`config.mk`:
```
export PLATFORM = sky130hd
export DESIGN_NAME = crc_core
export DESIGN_NICKNAME = d
export VERILOG_FILES = /design/src/crc_pkg.sv /design/src/crc_core.sv
export SDC_FILE = /design/constraint.sdc
export NUM_CORES = 1
export LEC_CHECK = 0
export BUFFER_PORTS_ARGS = -buffer_cell sky130_fd_sc_hd__buf_2
export CAP_MARGIN = 25
export CELL_PAD_IN_SITES_DETAIL_PLACEMENT = 2
export CELL_PAD_IN_SITES_GLOBAL_PLACEMENT = 2
export CORE_MARGIN = 2
export CORE_UTILIZATION = 34
export DETAILED_ROUTE_END_ITERATION = 8
export PLACE_DENSITY_LB_ADDON = 0.15
export SKIP_CTS_REPAIR_TIMING = 1
export SLEW_MARGIN = 25
export SYNTH_ARGS = -nofsm -noshare
export SYNTH_HDL_FRONTEND = slang
export SYNTH_SLANG_ARGS = --single-unit
```
`constraint.sdc`:
```
create_clock -name mclk -period 2.6 [get_ports mclk]
set_clock_uncertainty 0.2 [all_clocks]
set_input_delay 0.13 -clock mclk [delete_from_list [all_inputs] [get_ports mclk]]
set_output_delay 0.13 -clock mclk [all_outputs]
set_load 0.05 [all_outputs]
```
`src/crc_pkg.sv`:
```
package crc_pkg;
    typedef logic [13:0] crc_addr_t;
    typedef logic [4:0]  crc_idx_t;
    typedef logic [7:0]  crc_byte_t;
    typedef logic [4:0]  crc_line_t;

    // ==========================================
    // register indices
    localparam crc_idx_t IDX_HTOT  = 5'h00;
    localparam crc_idx_t IDX_HDISP = 5'h01;
    localparam crc_idx_t IDX_VTOT  = 5'h04;
    localparam crc_idx_t IDX_VDISP = 5'h06;
    localparam crc_idx_t IDX_VSYNC = 5'h07;
    localparam crc_idx_t IDX_MODE  = 5'h08;
    localparam crc_idx_t IDX_SCAN  = 5'h09;
    localparam crc_idx_t IDX_CST   = 5'h0A;
    localparam crc_idx_t IDX_CEND  = 5'h0B;
    localparam crc_idx_t IDX_STH   = 5'h0C;
    localparam crc_idx_t IDX_STL   = 5'h0D;
    localparam crc_idx_t IDX_CURH  = 5'h0E;
    localparam crc_idx_t IDX_CURL  = 5'h0F;
    localparam crc_idx_t IDX_PENH  = 5'h10;
    localparam crc_idx_t IDX_PENL  = 5'h11;
    localparam crc_idx_t IDX_UPDH  = 5'h12;
    localparam crc_idx_t IDX_UPDL  = 5'h13;
    localparam crc_idx_t IDX_STAT  = 5'h14;
    localparam crc_idx_t IDX_IST   = 5'h15;
    localparam crc_idx_t IDX_IMSK  = 5'h16;
    localparam crc_idx_t IDX_DUMMY = 5'h1F;

    // ==========================================
    // field positions
    localparam int MODE_ROWCOL = 2;
    localparam int MODE_TRANSP = 3;
    localparam int MODE_DESKEW = 4;
    localparam int MODE_CSKEW  = 5;
    localparam int ST_UPD      = 7;
    localparam int ST_PEN      = 6;
    localparam int ST_VBLANK   = 5;
    localparam int IRQ_UPD     = 0;
    localparam int IRQ_PEN     = 1;
    localparam int IRQ_VBL     = 2;

    // ==========================================
    // values after reset
    localparam crc_byte_t HTOT_RST  = 8'h0F;
    localparam crc_byte_t HDISP_RST = 8'h0A;
    localparam logic [6:0] VTOT_RST  = 7'h07;
    localparam logic [6:0] VDISP_RST = 7'h06;
    localparam logic [6:0] VSYNC_RST = 7'h07;
    localparam crc_line_t SCAN_RST  = 5'h07;
    localparam crc_line_t CEND_RST  = 5'h07;
    localparam crc_addr_t ADDR_RST  = 14'h0000;

    // cursor modes
    typedef enum logic [1:0] {
        CUR_STEADY, CUR_NONE, CUR_BLINK16, CUR_BLINK32
    } crc_cmode_e;
endpackage

```
`src/crc_core.sv`:
```
`timescale 1ns/1ps
// Functional notes
// hold 7-bit displayed row count
// vsync starts in programmed character row
// hold 5-bit scan lines per row
// 5-bit cursor first and last line
// cursor mode steady, none, blink 16/32
// 14-bit start address seeds display addresses
// cursor when address matches inside lines
// mode bit 5 delays cursor one character
// pen rising edge captures address on fall
// transparent update address auto increments
// dummy location access counts as update
// mode bit 2 selects binary or row/column
// row/column puts column low, row high
// outside logic arbitrates shared memory access
// mode bit 4 delays display enable
// status bit 5 shows vertical retrace
// row scan counter restarts each row
module crc_core (
    input  wire logic              mclk,
    input  wire logic              sys_rst,
    input  wire crc_pkg::crc_idx_t reg_addr,
    input  wire crc_pkg::crc_byte_t reg_wdata,
    input  wire logic              reg_wr,
    input  wire logic              reg_rd,
    output crc_pkg::crc_byte_t     reg_rdata,
    input  wire logic              character_clock,
    input  wire logic              light_pen_strobe,
    output crc_pkg::crc_addr_t     display_memory_address_lines,
    output crc_pkg::crc_line_t     row_scan_lines,
    output crc_pkg::crc_addr_t     update_address,
    output logic                   display_enable,
    output logic                   cursor,
    output logic                   vsync,
    output logic                   irq
);
    import crc_pkg::*;

    // ==========================================
    // programmed registers
    crc_byte_t  htot_q, hdisp_q, mode_q, rdata_q;
    logic [6:0] vtot_q, vdisp_q, vpos_q;
    crc_line_t  scan_q, cst_q, cend_q;
    crc_cmode_e cmode_q;
    crc_addr_t  start_q, curpos_q, pen_q, upd_q;
    logic [2:0] ist_q, imsk_q;
    logic       updrdy_q, penfull_q;

    // ==========================================
    // pin synchronisers and edges
    logic cc1_q, cc2_q, cc3_q, lp1_q, lp2_q, lp3_q;
    logic cc_tick, cc_fall, lp_rise, lp_pend_q, pen_cap;

    // ==========================================
    // raster state
    crc_byte_t  hcnt_q;
    crc_line_t  lcnt_q;
    logic [6:0] vrow_q;
    logic [4:0] fcnt_q;
    crc_addr_t  base_q, vaddr_d, vaddr_q;
    logic       line_end, row_end, frame_end, de_raw, vblank, vbl_q;
    logic       in_lines, blink_on, cur_raw;
    logic       cur_d1_q, de_d1_q, cursor_q, de_q, vsync_q;
    logic       acc_dummy, upd_evt;

    // two flops before any logic looks at the pins
    always_ff @(posedge mclk) begin
        if (sys_rst) begin
            cc1_q <= 1'b0;
            cc2_q <= 1'b0;
            cc3_q <= 1'b0;
            lp1_q <= 1'b0;
            lp2_q <= 1'b0;
            lp3_q <= 1'b0;
        end else begin
            cc1_q <= character_clock;
            cc2_q <= cc1_q;
            cc3_q <= cc2_q;
            lp1_q <= light_pen_strobe;
            lp2_q <= lp1_q;
            lp3_q <= lp2_q;
        end
    end

    assign cc_tick = cc2_q & ~cc3_q;
    assign cc_fall = ~cc2_q & cc3_q;
    assign lp_rise = lp2_q & ~lp3_q;
    assign pen_cap = (lp_pend_q | lp_rise) & cc_fall;

    // host writes to the format registers
    always_ff @(posedge mclk) begin
        if (sys_rst) begin
            htot_q   <= HTOT_RST;
            hdisp_q  <= HDISP_RST;
            vtot_q   <= VTOT_RST;
            vdisp_q  <= VDISP_RST;
            vpos_q   <= VSYNC_RST;
            mode_q   <= 8'h00;
            scan_q   <= SCAN_RST;
            cst_q    <= 5'h00;
            cmode_q  <= CUR_STEADY;
            cend_q   <= CEND_RST;
            start_q  <= ADDR_RST;
            curpos_q <= ADDR_RST;
        end else if (reg_wr) begin
            if (reg_addr == IDX_HTOT) begin
                htot_q <= reg_wdata;
            end else if (reg_addr == IDX_HDISP) begin
                hdisp_q <= reg_wdata;
            end else if (reg_addr == IDX_VTOT) begin
                vtot_q <= reg_wdata[6:0];
            end else if (reg_addr == IDX_VDISP) begin
                vdisp_q <= reg_wdata[6:0];
            end else if (reg_addr == IDX_VSYNC) begin
                vpos_q <= reg_wdata[6:0];
            end else if (reg_addr == IDX_MODE) begin
                mode_q <= reg_wdata;
            end else if (reg_addr == IDX_SCAN) begin
                scan_q <= reg_wdata[4:0];
            end else if (reg_addr == IDX_CST) begin
                cst_q   <= reg_wdata[4:0];
                cmode_q <= crc_cmode_e'(reg_wdata[6:5]);
            end else if (reg_addr == IDX_CEND) begin
                cend_q <= reg_wdata[4:0];
            end else if (reg_addr == IDX_STH) begin
                start_q[13:8] <= reg_wdata[5:0];
            end else if (reg_addr == IDX_STL) begin
                start_q[7:0] <= reg_wdata;
            end else if (reg_addr == IDX_CURH) begin
                curpos_q[13:8] <= reg_wdata[5:0];
            end else if (reg_addr == IDX_CURL) begin
                curpos_q[7:0] <= reg_wdata;
            end
        end
    end

    // dummy location access in transparent mode
    assign acc_dummy = (reg_wr | reg_rd) && reg_addr == IDX_DUMMY;
    assign upd_evt   = acc_dummy & mode_q[MODE_TRANSP];

    // update address load and auto increment
    always_ff @(posedge mclk) begin
        if (sys_rst) begin
            upd_q <= ADDR_RST;
        end else if (reg_wr && reg_addr == IDX_UPDH) begin
            upd_q[13:8] <= reg_wdata[5:0];
        end else if (reg_wr && reg_addr == IDX_UPDL) begin
            upd_q[7:0] <= reg_wdata;
        end else if (upd_evt) begin
            upd_q <= upd_q + 14'h0001;
        end
    end

    // update ready flag, set wins over clear
    always_ff @(posedge mclk) begin
        if (sys_rst) begin
            updrdy_q <= 1'b0;
        end else if (upd_evt) begin
            updrdy_q <= 1'b1;
        end else if (reg_wr && (reg_addr == IDX_UPDH || reg_addr == IDX_UPDL)) begin
            updrdy_q <= 1'b0;
        end
    end

    // light pen pending edge and capture
    always_ff @(posedge mclk) begin
        if (sys_rst) begin
            lp_pend_q <= 1'b0;
            pen_q     <= ADDR_RST;
            penfull_q <= 1'b0;
        end else begin
            if (pen_cap) begin
                lp_pend_q <= 1'b0;
            end else if (lp_rise) begin
                lp_pend_q <= 1'b1;
            end
            if (pen_cap) begin
                pen_q <= vaddr_q;
            end
            if (pen_cap) begin
                penfull_q <= 1'b1;
            end else if (reg_rd && (reg_addr == IDX_PENH || reg_addr == IDX_PENL)) begin
                penfull_q <= 1'b0;
            end
        end
    end

    // ==========================================
    // raster counters
    assign line_end  = hcnt_q == htot_q;
    assign row_end   = lcnt_q == scan_q;
    assign frame_end = vrow_q == vtot_q;
    assign vblank    = vrow_q >= vdisp_q;
    assign de_raw    = hcnt_q < hdisp_q && !vblank;

    // horizontal, scan line, row and field counts
    always_ff @(posedge mclk) begin
        if (sys_rst) begin
            hcnt_q <= 8'h00;
            lcnt_q <= 5'h00;
            vrow_q <= 7'h00;
            fcnt_q <= 5'h00;
        end else if (cc_tick) begin
            if (!line_end) begin
                hcnt_q <= hcnt_q + 8'h01;
            end else begin
                hcnt_q <= 8'h00;
                if (!row_end) begin
                    lcnt_q <= lcnt_q + 5'h01;
                end else begin
                    lcnt_q <= 5'h00;
                    if (frame_end) begin
                        vrow_q <= 7'h00;
                        fcnt_q <= fcnt_q + 5'h01;
                    end else begin
                        vrow_q <= vrow_q + 7'h01;
                    end
                end
            end
        end
    end

    // row base for straight binary addressing
    always_ff @(posedge mclk) begin
        if (sys_rst) begin
            base_q <= ADDR_RST;
        end else if (cc_tick && line_end && row_end) begin
            base_q <= frame_end ? start_q : base_q + {6'h00, hdisp_q};
        end
    end

    // address in the selected format
    always_comb begin
        if (mode_q[MODE_ROWCOL]) begin
            vaddr_d = {start_q[13:8] + vrow_q[5:0], start_q[7:0] + hcnt_q};
        end else begin
            vaddr_d = base_q + {6'h00, hcnt_q};
        end
    end

    // ==========================================
    // cursor
    assign in_lines = lcnt_q >= cst_q && lcnt_q <= cend_q;

    // blink phase from the field counter
    always_comb begin
        case (cmode_q)
            CUR_STEADY:  blink_on = 1'b1;
            CUR_NONE:    blink_on = 1'b0;
            CUR_BLINK16: blink_on = fcnt_q[3];
            default:     blink_on = fcnt_q[4];
        endcase
    end

    assign cur_raw = vaddr_d == curpos_q && in_lines && blink_on;

    // one character of skew for cursor and enable
    always_ff @(posedge mclk) begin
        if (sys_rst) begin
            cur_d1_q <= 1'b0;
            de_d1_q  <= 1'b0;
        end else if (cc_tick) begin
            cur_d1_q <= cur_raw;
            de_d1_q  <= de_raw;
        end
    end

    // registered display outputs
    always_ff @(posedge mclk) begin
        if (sys_rst) begin
            vaddr_q  <= ADDR_RST;
            cursor_q <= 1'b0;
            de_q     <= 1'b0;
            vsync_q  <= 1'b0;
            vbl_q    <= 1'b0;
        end else begin
            vaddr_q  <= vaddr_d;
            cursor_q <= mode_q[MODE_CSKEW] ? cur_d1_q : cur_raw;
            de_q     <= mode_q[MODE_DESKEW] ? de_d1_q : de_raw;
            vsync_q  <= vrow_q == vpos_q;
            vbl_q    <= vblank;
        end
    end

    // ==========================================
    // interrupts: sticky, write one to clear, set wins
    always_ff @(posedge mclk) begin
        if (sys_rst) begin
            ist_q  <= 3'h0;
            imsk_q <= 3'h0;
        end else begin
            if (reg_wr && reg_addr == IDX_IMSK) begin
                imsk_q <= reg_wdata[2:0];
            end
            ist_q <= (ist_q & ~((reg_wr && reg_addr == IDX_IST) ? reg_wdata[2:0] : 3'h0))
                   | {vblank & ~vbl_q, pen_cap, upd_evt};
        end
    end

    // read data one cycle after the strobe
    always_ff @(posedge mclk) begin
        if (sys_rst) begin
            rdata_q <= 8'h00;
        end else if (reg_rd) begin
            if (reg_addr == IDX_CURH) begin
                rdata_q <= {2'b00, curpos_q[13:8]};
            end else if (reg_addr == IDX_CURL) begin
                rdata_q <= curpos_q[7:0];
            end else if (reg_addr == IDX_PENH) begin
                rdata_q <= {2'b00, pen_q[13:8]};
            end else if (reg_addr == IDX_PENL) begin
                rdata_q <= pen_q[7:0];
            end else if (reg_addr == IDX_STAT) begin
                rdata_q <= {updrdy_q, penfull_q, vblank, 5'h00};
            end else if (reg_addr == IDX_IST) begin
                rdata_q <= {5'h00, ist_q};
            end else if (reg_addr == IDX_IMSK) begin
                rdata_q <= {5'h00, imsk_q};
            end else begin
                rdata_q <= 8'h00;
            end
        end else begin
            rdata_q <= 8'h00;
        end
    end

    assign reg_rdata                    = rdata_q;
    assign display_memory_address_lines = vaddr_q;
    assign row_scan_lines               = lcnt_q;
    assign update_address               = upd_q;
    assign display_enable               = de_q;
    assign cursor                       = cursor_q;
    assign vsync                        = vsync_q;
    assign irq                          = |(ist_q & imsk_q);
endmodule

```
==> insert_results.sql, run 1 <==
INSERT INTO impl_metrics (metric_group, metric, value, unit) VALUES
('pwr', 'internal_power', '4.52', 'mW'),
('clock_tree', 'cts_tree', 'done', ''),
('logic_synthesis', 'syn_nets', '1357', ''),
('logic_synthesis', 'postSynthRegisterBits', '196', ''),
('sta', 'timing.max_slew.rel_slack', '0.555', ''),
('final_layout', 'final_layout_size_suffix_gt1_frac', '0.216', ''),
('pwr', 'seq_power_share', '0.491', ''),
('final_layout', 'fill_count', '3442', ''),
('pwr', 'pwr-share-comb', '0.067', ''),
('sta', 'fin_worst_hold_slack', '-3.59', 'ps'),
('final_layout', 'layout.nets', '1509', ''),
('pwr', 'finalPower', '6.22', 'mW'),
('global_routing', 'grt_pass1_wl', '63100', 'µm'),
('pwr', 'switch_pwr', '1.70', 'mW'),
('detailed_routing', 'routed-via-count', '10100', ''),
('setup_path', 'data_required_critical_path', '2760', 'ps'),
('die', 'initial_utilization', '0.346', ''),
('logic_synthesis', 'synth_cells', '1277', ''),
('logic_synthesis', 'synth.distinct_cells', '76', ''),
('die', 'core_area', '30700', 'µm²'),
('pwr', 'share_clk_of_total_power', '0.442', ''),
('setup_path', 'startpoint_type', 'flop', ''),
('hold_path', 'whs_path_depth', '5', ''),
('die', 'top_level_ports', '64', ''),
('setup_path', 'cp.arrival', '3170', 'ps'),
('global_routing', 'via_count_of_the_first_global_routing_pass', '10900', ''),
('global_routing', 'antenna_violations_before_repair', '0', ''),
('outcome', 'status', 'complete, but fails checks', ''),
('sta', 'finalSetupViolations', '2', ''),
('hold_path', 'worstHoldStart', 'reg_addr[3]', ''),
('hold_path', 'holdPathEnd', 'ist_q[0]$_SDFF_PP0_', ''),
('setup_path', 'timing.reg2reg.worst_path_depth', '13', ''),
('placed_design', 'io_buffers', '63', ''),
('hold_path', 'kind_of_path_behind_the_tightest_hold_check', 'primary input to flop', ''),
('setup_path', 'regToRegEndpoint', 'cursor$_SDFF_PP0_', ''),
('detailed_routing', 'dr.first_iter.drc_count', '530', ''),
('detailed_routing', 'routedWlPerCell', '22.3', 'µm'),
('sta', 'hold_violation_count_in_the_final_report', '2', ''),
('detailed_routing', 'drt_wl_total', '41000', 'µm'),
('clock_tree', 'clock_tree.buffer_depth', '2', ''),
('final_layout', 'area_delta_synth_final', '24.6', '%'),
('die', 'design.die.area', '32600', 'µm²'),
('clock_tree', 'cts-htree-levels', '4', ''),
('placed_design', 'post_detail_place_hpwl', '29500', 'µm'),
('final_layout', 'most_common_cell_after_layout_fill_and_taps_aside', 'dfxtp_1', ''),
('logic_synthesis', 'async_flop_share', '0', ''),
('global_routing', 'grt_start_max_net_pins', '65', ''),
('detailed_routing', 'remaining_drc_errors', '0', ''),
('clock_tree', 'worstSkewPairLatency', '460', 'ps'),
('logic_synthesis', 'postSynth.topFlopCell', 'dfxtp_1', ''),
('global_routing', 'gr-total-overflow', '0', ''),
('die', 'core.rowCount', '64', ''),
('final_layout', 'antenna_cells', '0', ''),
('sta', 'timing_worst_slew_pin_value', '668', 'ps'),
('setup_path', 'biggest_fanout_along_the_worst_timing_path', '3', ''),
('logic_synthesis', 'number_of_warnings_issued_by_yosys', '0', ''),
('detailed_routing', 'routed_via_density', '5.50', ''),
('clock_tree', 'clkSinkCount', '196', ''),
('sta', 'max_clock_freq', '332', 'MHz'),
('sta', 'timing.final.crit_share', '1.16', ''),
('logic_synthesis', 'mappedNetlistArea', '10600', 'µm²'),
('job', 'timing.max_cap.violations', '0', ''),
('outcome', 'violated_checks', 'negative hold slack, negative setup slack', ''),
('detailed_routing', 'firstDrtPassIters', '5', ''),
('clock_tree', 'cts.reportedPaths.clkPinSlew', '80', 'ps'),
('sta', 'grt_setup_unrepaired', 'yes', ''),
('logic_synthesis', 'number_of_flops_mapped_to_enable_cells_by_yosys', '0', ''),
('sta', 'finalMaxSlewViolations', '0', ''),
('setup_path', 'setup.worst_path.class', 'flop to flop', ''),
('placed_design', 'placement.cell_area', '12200', 'µm²'),
('sta', 'layout_setup_ws', '-411', 'ps');
==> layer usage <==
metal | vias to the layer above | routed length (µm) | track usage
met5 | - | 0 | 0
met4 | 0 | 866 | 0.0781
met3 | 44 | 874 | 0.0366
met1 | 5137 | 18600 | 0.313
met2 | 137 | 20600 | 0.439
li1 | 4791 | - | -
==> logic make-up after synthesis <==
kind of cell               share of synthesized area
buffers and inverters                         0.0455
DFF                                            0.370
and+or+nand+nor                                0.222
muxes                                         0.0466
xor gates and xnor gates                      0.0756
adders and majority gates                     0.0748
AOI/OAI and AO/OA                              0.165
==> power groups by stage <==
stage | clock network [mW] | logic, mW | registers [mW]
2_1_floorplan | 0 | 0.191 | 3.14
3_3_place_gp | 0 | 0.387 | 3.12
3_5_place_dp | 0 | 0.394 | 3.12
4_1_cts | 2.82 | 0.397 | 3.05
5_1_grt | 2.95 | 0.447 | 3.06
6_report | 2.75 | 0.417 | 3.05
==> cell usage after synthesis (4+ instances only) <==
library cell | number | area share
fa_1 | 4 | 0.0075
o21ai_1 | 5 | 0.0024
buf_1 | 4 | 0.0014
ha_1 | 57 | 0.067
nor3b_1 | 6 | 0.0042
a211o_1 | 15 | 0.012
a21o_1 | 16 | 0.011
a21oi_1 | 90 | 0.042
clkbuf_1 | 62 | 0.022
o21ai_0 | 44 | 0.021
a211oi_1 | 27 | 0.019
nor4_1 | 6 | 0.0035
xnor2_1 | 36 | 0.030
buf_2 | 11 | 0.0052
nand4_1 | 17 | 0.010
a221oi_1 | 4 | 0.0033
nand3b_1 | 14 | 0.0099
nor3_1 | 27 | 0.013
and2_1 | 4 | 0.0024
nand2b_1 | 18 | 0.011
a22oi_1 | 5 | 0.0035
or3_1 | 4 | 0.0024
o22ai_1 | 4 | 0.0024
and3_1 | 24 | 0.014
mux2i_1 | 46 | 0.043
nor2_1 | 122 | 0.043
o21a_1 | 6 | 0.0042
nand2_1 | 139 | 0.049
nand3_1 | 74 | 0.035
a31oi_1 | 9 | 0.0053
dfxtp_1 | 196 | 0.37
nor2b_1 | 17 | 0.010
inv_1 | 43 | 0.015
xor2_1 | 53 | 0.044
==> worst max-delay path, stage by stage, from the launching register on <==
cell	delay, ps
dfxtp_1	320
ha_1	210
inv_1	80
fa_2	230
nor2b_1	50
o21ai_0	210
nand2b_1	140
buf_4	160
nand3_1	80
o211ai_1	140
a2111oi_2	380
buf_4	170
nand4_1	200
o41ai_2	360
==> worst max path at each step <==
stage | endpoint | slack [ps] | cells after the start | start
2_1_floorplan | cursor$_SDFF_PP0_ | -70 | 11 | hcnt_q[0]$_SDFFE_PP0P_
3_3_place_gp | cursor$_SDFF_PP0_ | -210 | 11 | base_q[0]$_SDFFE_PP0P_
3_5_place_dp | cursor$_SDFF_PP0_ | -290 | 11 | base_q[0]$_SDFFE_PP0P_
4_1_cts | cursor$_SDFF_PP0_ | -330 | 11 | base_q[0]$_SDFFE_PP0P_
5_1_grt | cur_d1_q$_SDFFE_PP0P_ | -590 | 13 | start_q[8]$_SDFFE_PP0P_
6_report | cursor$_SDFF_PP0_ | -410 | 13 | start_q[8]$_SDFFE_PP0P_
==> registers in the layout (all words and copies together) (netlist names), 7 cells and up <==
signal                        flops
base_q                           14
curpos_q                         14
display_memory_address_lines     14
hcnt_q                            8
hdisp_q                           8
htot_q                            8
pen_q                            14
reg_rdata                         8
start_q                          14
update_address                   14
vdisp_q                           7
vpos_q                            7
vrow_q                            7
vtot_q                            7
==> layout make-up <==
| class | instances | share of cell area |
|---|---|---|
| repair buffers | 211 | 0.115 |
| clock buffers | 18 | 0.0325 |
| flip-flops and latches | 196 | 0.298 |
| inverters | 45 | 0.0130 |
| clock inverters | 14 | 0.0123 |
| multi-input cells | 958 | 0.493 |
| well taps | 396 | 0.0375 |
==> stage by stage <==
step	std cells	TNS, ps	worst slack, ps	utilization
after CTS	1819	-2760	-329	0.416
after detailed placement	1787	-1910	-292	0.397
after global routing	1838	-1230	-594	0.431
after floorplan	1277	-134	-67.1	-
after global placement	1787	-977	-208	0.397
final	1838	-799	-411	0.431
No activity file was read; power rests on OpenSTA's default activity.
==> inputs of run 2 (changes only) <==
- RECOVER_POWER: unset -> 50
==> run 2 against run 1 <==
Compared with the run above:
- highest routed layer unchanged
- the run still ends with negative hold slack, negative setup slack left
- flip-flop and latch count stayed put
- die area stayed put
- via count rose by 0.21%
- critical path depth did not move
==> insert_results.sql, run 2 (same netlist as run 1, synthesis figures left out) <==
INSERT INTO impl_metrics (metric_group, metric, value, unit) VALUES
('setup_path', 'data_required_critical_path', '2750', 'ps'),
('sta', 'grt_setup_unrepaired', 'yes', ''),
('pwr', 'maximum_vdd_drop', '0.442', 'mV'),
('detailed_routing', 'drtAntennaViolNets', '0', ''),
('placed_design', 'placement.cell_area', '12200', 'µm²'),
('job', 'timing.max_cap.violations', '0', ''),
('final_layout', 'fill_count', '3444', ''),
('setup_path', 'startpoint_type', 'flop', ''),
('setup_path', 'crit_path_max_delay_cell_type', 'a2111oi_2', ''),
('sta', 'hold_violation_count_in_the_final_report', '1', ''),
('global_routing', 'antenna_violations_before_repair', '0', ''),
('sta', 'max_clock_freq', '332', 'MHz'),
('hold_path', 'worstHoldStart', 'reg_addr[3]', ''),
('global_routing', 'grt_start_max_net_pins', '65', ''),
('outcome', 'status', 'complete, but fails checks', ''),
('sta', 'finalSetupViolations', '3', ''),
('final_layout', 'utilization', '0.428', ''),
('detailed_routing', 'drt_wl_total', '41000', 'µm'),
('detailed_routing', 'remaining_drc_errors', '0', ''),
('setup_path', 'regToRegEndpoint', 'cursor$_SDFF_PP0_', ''),
('clock_tree', 'cts_tree', 'done', ''),
('placed_design', 'gp_congestion', '0.856', ''),
('global_routing', 'gr-total-overflow', '0', ''),
('sta', 'fin_worst_hold_slack', '-11.6', 'ps'),
('sta', 'timing.final.crit_share', '1.16', ''),
('global_routing', 'grt_pass1_wl', '63100', 'µm'),
('setup_path', 'crit_path_cell_trace', 'ha_1 -> inv_1 -> fa_2 -> nor2b_1 -> o21ai_0 -> nand2b_1 -> buf_4 -> nand3_1 -> o211ai_1 -> a2111oi_2 -> buf_4 -> nand4_1 -> o41ai_2', ''),
('setup_path', 'setup.worst_path.class', 'flop to flop', ''),
('global_routing', 'groute.usage.overall', '0.249', ''),
('die', 'die_height', '181', 'µm'),
('setup_path', 'timing.reg2reg.setup_slack', '-410', 'ps'),
('clock_tree', 'clkSinkCount', '196', ''),
('setup_path', 'worst_path_largest_cell_delay', '380', 'ps'),
('final_layout', 'final-instance-count-excl-fill', '1838', ''),
('sta', 'finalMaxSlewViolations', '0', ''),
('clock_tree', 'ctsRootBufferMaster', 'clkbuf_16', ''),
('die', 'die_w', '181', 'µm'),
('placed_design', 'placed_cells_incl_taps', '1787', ''),
('pwr', 'power_leakage', '5.38', 'nW'),
('final_layout', 'antenna_cells', '0', ''),
('outcome', 'violated_checks', 'negative hold slack, negative setup slack', ''),
('final_layout', 'most-common-layout-cells', 'dfxtp_1, nand2_1, buf_4, nor2_1, a21oi_1', ''),
('hold_path', 'whs_path_depth', '5', ''),
('die', 'core.rowCount', '64', ''),
('clock_tree', 'clock_tree.buffer_depth', '2', ''),
('clock_tree', 'cts.reportedPaths.clkPinSlew', '80', 'ps'),
('detailed_routing', 'routed-via-count', '10100', ''),
('clock_tree', 'cts-buffers-inserted', '17', ''),
('setup_path', 'r2r_start', 'start_q[8]$_SDFFE_PP0P_', ''),
('placed_design', 'preCtsSetupSlack', '-292', 'ps'),
('sta', 'timing.max_slew.rel_slack', '0.212', ''),
('placed_design', 'post_detail_place_hpwl', '29500', 'µm'),
('die', 'design.die.area', '32600', 'µm²'),
('hold_path', 'kind_of_path_behind_the_tightest_hold_check', 'primary input to flop', ''),
('setup_path', 'timing.reg2reg.worst_path_depth', '13', ''),
('placed_design', 'io_buffers', '63', ''),
('clock_tree', 'cts-htree-levels', '4', ''),
('final_layout', 'layout.nets', '1509', ''),
('hold_path', 'holdPathEnd', 'ist_q[0]$_SDFF_PP0_', ''),
('die', 'initial_utilization', '0.346', ''),
('die', 'core_area', '30700', 'µm²'),
('sta', 'timing_worst_slew_pin_value', '1180', 'ps'),
('clock_tree', 'worstSkewPairLatency', '460', 'ps'),
('final_layout', 'most_common_cell_after_layout_fill_and_taps_aside', 'dfxtp_1', ''),
('sta', 'fin_crit', '3010', 'ps'),
('die', 'top_level_ports', '64', ''),
('sta', 'setup_tns', '-923', 'ps'),
('sta', 'layout_setup_ws', '-414', 'ps'),
('pwr', 'finalPower', '6.21', 'mW'),
('final_layout', 'area_delta_synth_final', '23.6', '%'),
('setup_path', 'biggest_fanout_along_the_worst_timing_path', '3', ''),
('pwr', 'cellPowerDensity', '474', 'nW/µm²'),
('final_layout', 'design_area', '13100', 'µm²'),
('global_routing', 'via_count_of_the_first_global_routing_pass', '10900', ''),
('detailed_routing', 'firstDrtPassIters', '5', ''),
('setup_path', 'most_common_cell_type_on_the_critical_path', 'buf_4', ''),
('final_layout', 'final_layout_size_suffix_gt1_frac', '0.178', ''),
('setup_path', 'cp.arrival', '3170', 'ps'),
('detailed_routing', 'routedWlPerCell', '22.3', 'µm'),
('detailed_routing', 'routed_via_density', '5.51', ''),
('detailed_routing', 'dr.first_iter.drc_count', '518', ''),
('setup_path', 'cp-end-kind', 'flop', '');
## run 2: metal layers
layer,routed length (µm),up-vias,GRT usage
li1,-,4791,-
met1,18300,5126,0.313
met2,20600,169,0.439
met3,1240,44,0.0366
met4,873,0,0.0781
met5,0,-,0
## run 2: how the worst max path moves through the flow
stage	start	endpoint
3_5_place_dp	base_q[0]$_SDFFE_PP0P_	cursor$_SDFF_PP0_
5_1_grt	start_q[8]$_SDFFE_PP0P_	cur_d1_q$_SDFFE_PP0P_
4_1_cts	base_q[0]$_SDFFE_PP0P_	cursor$_SDFF_PP0_
3_3_place_gp	base_q[0]$_SDFFE_PP0P_	cursor$_SDFF_PP0_
2_1_floorplan	hcnt_q[0]$_SDFFE_PP0P_	cursor$_SDFF_PP0_
6_report	start_q[8]$_SDFFE_PP0P_	cursor$_SDFF_PP0_
## run 2: critical path, delay by kind of cell (launching register included)
family | cells | cell delay (ps)
compound gates | 4 | 1090
simple gates | 4 | 470
fa+ha+maj | 2 | 440
buf+inv | 3 | 410
flops | 1 | 320
## run 2: area by class of cell
class	instances	area (µm²)	share of cell area
Clock buffer	18	429	0.0327
Sequential cell	196	3930	0.300
Inverter	45	171	0.0131
Tap cell	396	495	0.0378
Clock inverter	14	163	0.0124
Multi-Input combinational cell	958	6500	0.495
Timing Repair Buffer	211	1430	0.109
## run 2: power by group
part | switching, mW | internal [mW] | total, mW
sequential | 0.0260 | 3.03 | 3.05
clock | 1.38 | 1.37 | 2.75
combinational | 0.292 | 0.118 | 0.411
==> inputs of run 3 (changes only) <==
- ABC_AREA: unset -> 1
- CORE_UTILIZATION: 34 -> 32
- GPL_ROUTABILITY_DRIVEN: unset -> 0
==> run 3 against run 2 <==
Compared with the run above:
- the run still ends with negative hold slack, negative setup slack left
- via count up 6.1%
- sequential power about the same
- first-iteration DRC count down 29%
==> insert_results.sql, run 3 <==
INSERT INTO impl_metrics (metric_group, metric, value, unit) VALUES
('sta', 'setup_tns', '-111', 'ps'),
('sta', 'fin_crit', '2660', 'ps'),
('final_layout', 'fill_count', '3940', ''),
('detailed_routing', 'firstDrtPassIters', '4', ''),
('clock_tree', 'cts_tree', 'done', ''),
('pwr', 'finalPower', '6.18', 'mW'),
('pwr', 'power_leakage', '5.47', 'nW'),
('global_routing', 'groute.usage.overall', '0.246', ''),
('setup_path', 'cp-end-kind', 'flop', ''),
('global_routing', 'gr-usage-met3', '0.0337', ''),
('hold_path', 'whs_path_depth', '3', ''),
('sta', 'fin_worst_hold_slack', '-19.1', 'ps'),
('placed_design', 'placement.cell_area', '11900', 'µm²'),
('pwr', 'switching_share', '0.260', ''),
('sta', 'max_clock_freq', '376', 'MHz'),
('detailed_routing', 'routedWlPerCell', '20.2', 'µm'),
('final_layout', 'multiInputGateArea', '5720', 'µm²'),
('logic_synthesis', 'postSynth.topFlopCell', 'dfxtp_1', ''),
('sta', 'layout_setup_ws', '-59.6', 'ps'),
('die', 'die_w', '186', 'µm'),
('die', 'core_area', '32600', 'µm²'),
('logic_synthesis', 'syn_avg_cell_area', '7.03', 'µm²'),
('logic_synthesis', 'synth_top_cells_by_area', 'dfxtp_1, nand2_1, inv_1', ''),
('final_layout', 'final_layout_size_suffix_gt1_frac', '0.104', ''),
('sta', 'hold_violation_count_in_the_final_report', '5', ''),
('setup_path', 'startpoint_type', 'flop', ''),
('clock_tree', 'cts.reportedPaths.clkPinSlew', '80', 'ps'),
('die', 'die_height', '186', 'µm'),
('logic_synthesis', 'yosysMostFrequentCell', 'nand2_1', ''),
('logic_synthesis', 'syn_nets', '1593', ''),
('clock_tree', 'ctsRootBufferMaster', 'clkbuf_16', ''),
('clock_tree', 'worstSkewPairLatency', '450', 'ps'),
('final_layout', 'area_delta_synth_final', '17.7', '%'),
('setup_path', 'data_required_critical_path', '2790', 'ps'),
('sta', 'finalMaxSlewViolations', '0', ''),
('sta', 'grt_setup_unrepaired', 'yes', ''),
('pwr', 'switch_pwr', '1.60', 'mW'),
('logic_synthesis', 'synth_top_cells_by_count', 'nand2_1, inv_1, dfxtp_1', ''),
('placed_design', 'io_buffers', '63', ''),
('setup_path', 'biggest_fanout_along_the_worst_timing_path', '3', ''),
('pwr', 'cellPowerDensity', '493', 'nW/µm²'),
('detailed_routing', 'dr.first_iter.drc_count', '368', ''),
('global_routing', 'gr-total-overflow', '0', ''),
('setup_path', 'setup.worst_path.class', 'flop to flop', ''),
('logic_synthesis', 'synth_cells', '1513', ''),
('logic_synthesis', 'postSynthRegisterBits', '196', ''),
('logic_synthesis', 'mappedNetlistArea', '10600', 'µm²'),
('final_layout', 'layout.nets', '1712', ''),
('clock_tree', 'clkSinkCount', '196', ''),
('setup_path', 'r2r_start', 'hcnt_q[0]$_SDFFE_PP0P_', ''),
('global_routing', 'via_count_of_the_first_global_routing_pass', '11700', ''),
('die', 'core.rowCount', '66', ''),
('logic_synthesis', 'synth.distinct_cells', '51', ''),
('final_layout', 'design_area', '12500', 'µm²'),
('placed_design', 'post_detail_place_hpwl', '32400', 'µm'),
('final_layout', 'most-common-layout-cells', 'nand2_1, inv_1, dfxtp_1, a21oi_1', ''),
('outcome', 'violated_checks', 'negative hold slack, negative setup slack', ''),
('final_layout', 'most_common_cell_after_layout_fill_and_taps_aside', 'nand2_1', ''),
('clock_tree', 'cts-buffers-inserted', '17', ''),
('global_routing', 'grt.busiest_layer', 'met2', ''),
('logic_synthesis', 'synthDominantAreaCellType', 'dfxtp_1', ''),
('clock_tree', 'clock_tree.buffer_depth', '2', ''),
('setup_path', 'regToRegEndpoint', 'cursor$_SDFF_PP0_', ''),
('global_routing', 'grt_start_max_net_pins', '34', ''),
('hold_path', 'kind_of_path_behind_the_tightest_hold_check', 'primary input to flop', ''),
('global_routing', 'grt_use_met1', '0.306', ''),
('clock_tree', 'cts-htree-levels', '4', ''),
('hold_path', 'worstHoldStart', 'reg_wdata[1]', ''),
('sta', 'timing.max_slew.rel_slack', '0.422', ''),
('hold_path', 'holdPathEnd', 'update_address[1]$_SDFFE_PP0P_', ''),
('logic_synthesis', 'synth.yosys.seq_area_share', '0.369', ''),
('detailed_routing', 'drt_wl_total', '42000', 'µm'),
('logic_synthesis', 'number_of_warnings_issued_by_yosys', '0', ''),
('outcome', 'status', 'complete, but fails checks', ''),
('pwr', 'share_clk_of_total_power', '0.439', ''),
('sta', 'timing.final.crit_share', '1.02', ''),
('setup_path', 'timing.reg2reg.worst_path_depth', '17', ''),
('pwr', 'pwr-share-comb', '0.066', ''),
('logic_synthesis', 'async_flop_share', '0', ''),
('sta', 'finalSetupViolations', '2', ''),
('setup_path', 'timing.reg2reg.setup_slack', '-60', 'ps'),
('die', 'design.die.area', '34700', 'µm²'),
('detailed_routing', 'routed-via-count', '10800', ''),
('die', 'top_level_ports', '64', ''),
('global_routing', 'grt_pass1_wl', '66800', 'µm'),
('final_layout', 'layout.area.seq', '3930', 'µm²'),
('logic_synthesis', 'number_of_flops_mapped_to_enable_cells_by_yosys', '0', ''),
('global_routing', 'antenna_violations_before_repair', '1', ''),
('pwr', 'seq_power_share', '0.495', ''),
('setup_path', 'cp.arrival', '2850', 'ps'),
('detailed_routing', 'routed_via_density', '5.16', ''),
('pwr', 'maximum_vdd_drop', '0.579', 'mV'),
('pwr', 'internal_power', '4.58', 'mW'),
('final_layout', 'antenna_cells', '0', ''),
('sta', 'timing_worst_slew_pin_value', '866', 'ps'),
('detailed_routing', 'drtAntennaViolNets', '0', ''),
('detailed_routing', 'remaining_drc_errors', '0', ''),
('global_routing', 'use_met2', '0.443', ''),
('job', 'timing.max_cap.violations', '0', ''),
('die', 'initial_utilization', '0.326', ''),
('logic_synthesis', 'synth_top_area_frac', '0.369', '');
-- run 3: metrics by stage --
step	utilization	worst slack (ps)	cells
final	0.384	-59.6	2084
after global routing	0.384	-195	2084
after CTS	0.381	-143	2074
after detailed placement	0.363	-122	2045
after global placement	0.363	50.8	2045
after floorplan	-	184	1513
-- run 3: layout make-up --
cell class                 count  area share
sequential                   196       0.314
clock buffer                  18      0.0351
tap                          442      0.0441
clock inverter                11      0.0106
multi-input combinational   1040       0.457
timing repair buffer         145      0.0696
inverter                     232      0.0699
-- run 3: kinds of logic after synthesis --
family / share of synthesized area
AND/OR/NAND/NOR: 0.244
flip-flops: 0.369
adder cells (fa/ha/maj): 0.0745
AO/OA/AOI/OAI: 0.181
buffers and inverters: 0.101
XOR/XNOR: 0.0313
-- run 3: worst max-delay path by stage --
stage	cells past startpoint	endpoint	startpoint	slack, ps
floorplan	18	cur_d1_q$_SDFFE_PP0P_	hcnt_q[0]$_SDFFE_PP0P_	180
global placement	17	cursor$_SDFF_PP0_	base_q[0]$_SDFFE_PP0P_	50
detailed placement	17	cur_d1_q$_SDFFE_PP0P_	base_q[0]$_SDFFE_PP0P_	-120
CTS	17	cur_d1_q$_SDFFE_PP0P_	hcnt_q[0]$_SDFFE_PP0P_	-140
global route	18	cursor$_SDFF_PP0_	hcnt_q[0]$_SDFFE_PP0P_	-190
finish	17	cursor$_SDFF_PP0_	hcnt_q[0]$_SDFFE_PP0P_	-60
-- run 3: layer usage --
layer  vias to the layer above  routed length [µm]
li1                       5215                   -
met4                         0                 873
met3                        39                1080
met1                      5396               18900
met5                         -                   0
met2                       100               21100
-- run 3: worst max-delay path: stages (launching register included) --
cell	delay (ps)
dfxtp_4	390
ha_4	140
inv_2	40
fa_2	520
inv_2	40
nand2_2	80
nand2_1	60
nand2_1	60
nand3_1	80
nor2_1	100
nand2_1	70
nor3_2	220
nand3_1	130
nor2_2	130
nand2_1	60
nor2_1	80
nand2_1	70
a21oi_1	130
-- run 3: power by group through the flow --
stage | Clock [mW] | Sequential [mW] | Combinational, mW
3_5_place_dp | 0 | 3.13 | 0.403
5_1_grt | 2.89 | 3.06 | 0.451
3_3_place_gp | 0 | 3.13 | 0.392
4_1_cts | 2.78 | 3.06 | 0.406
6_report | 2.71 | 3.06 | 0.409
2_1_floorplan | 0 | 3.15 | 0.201
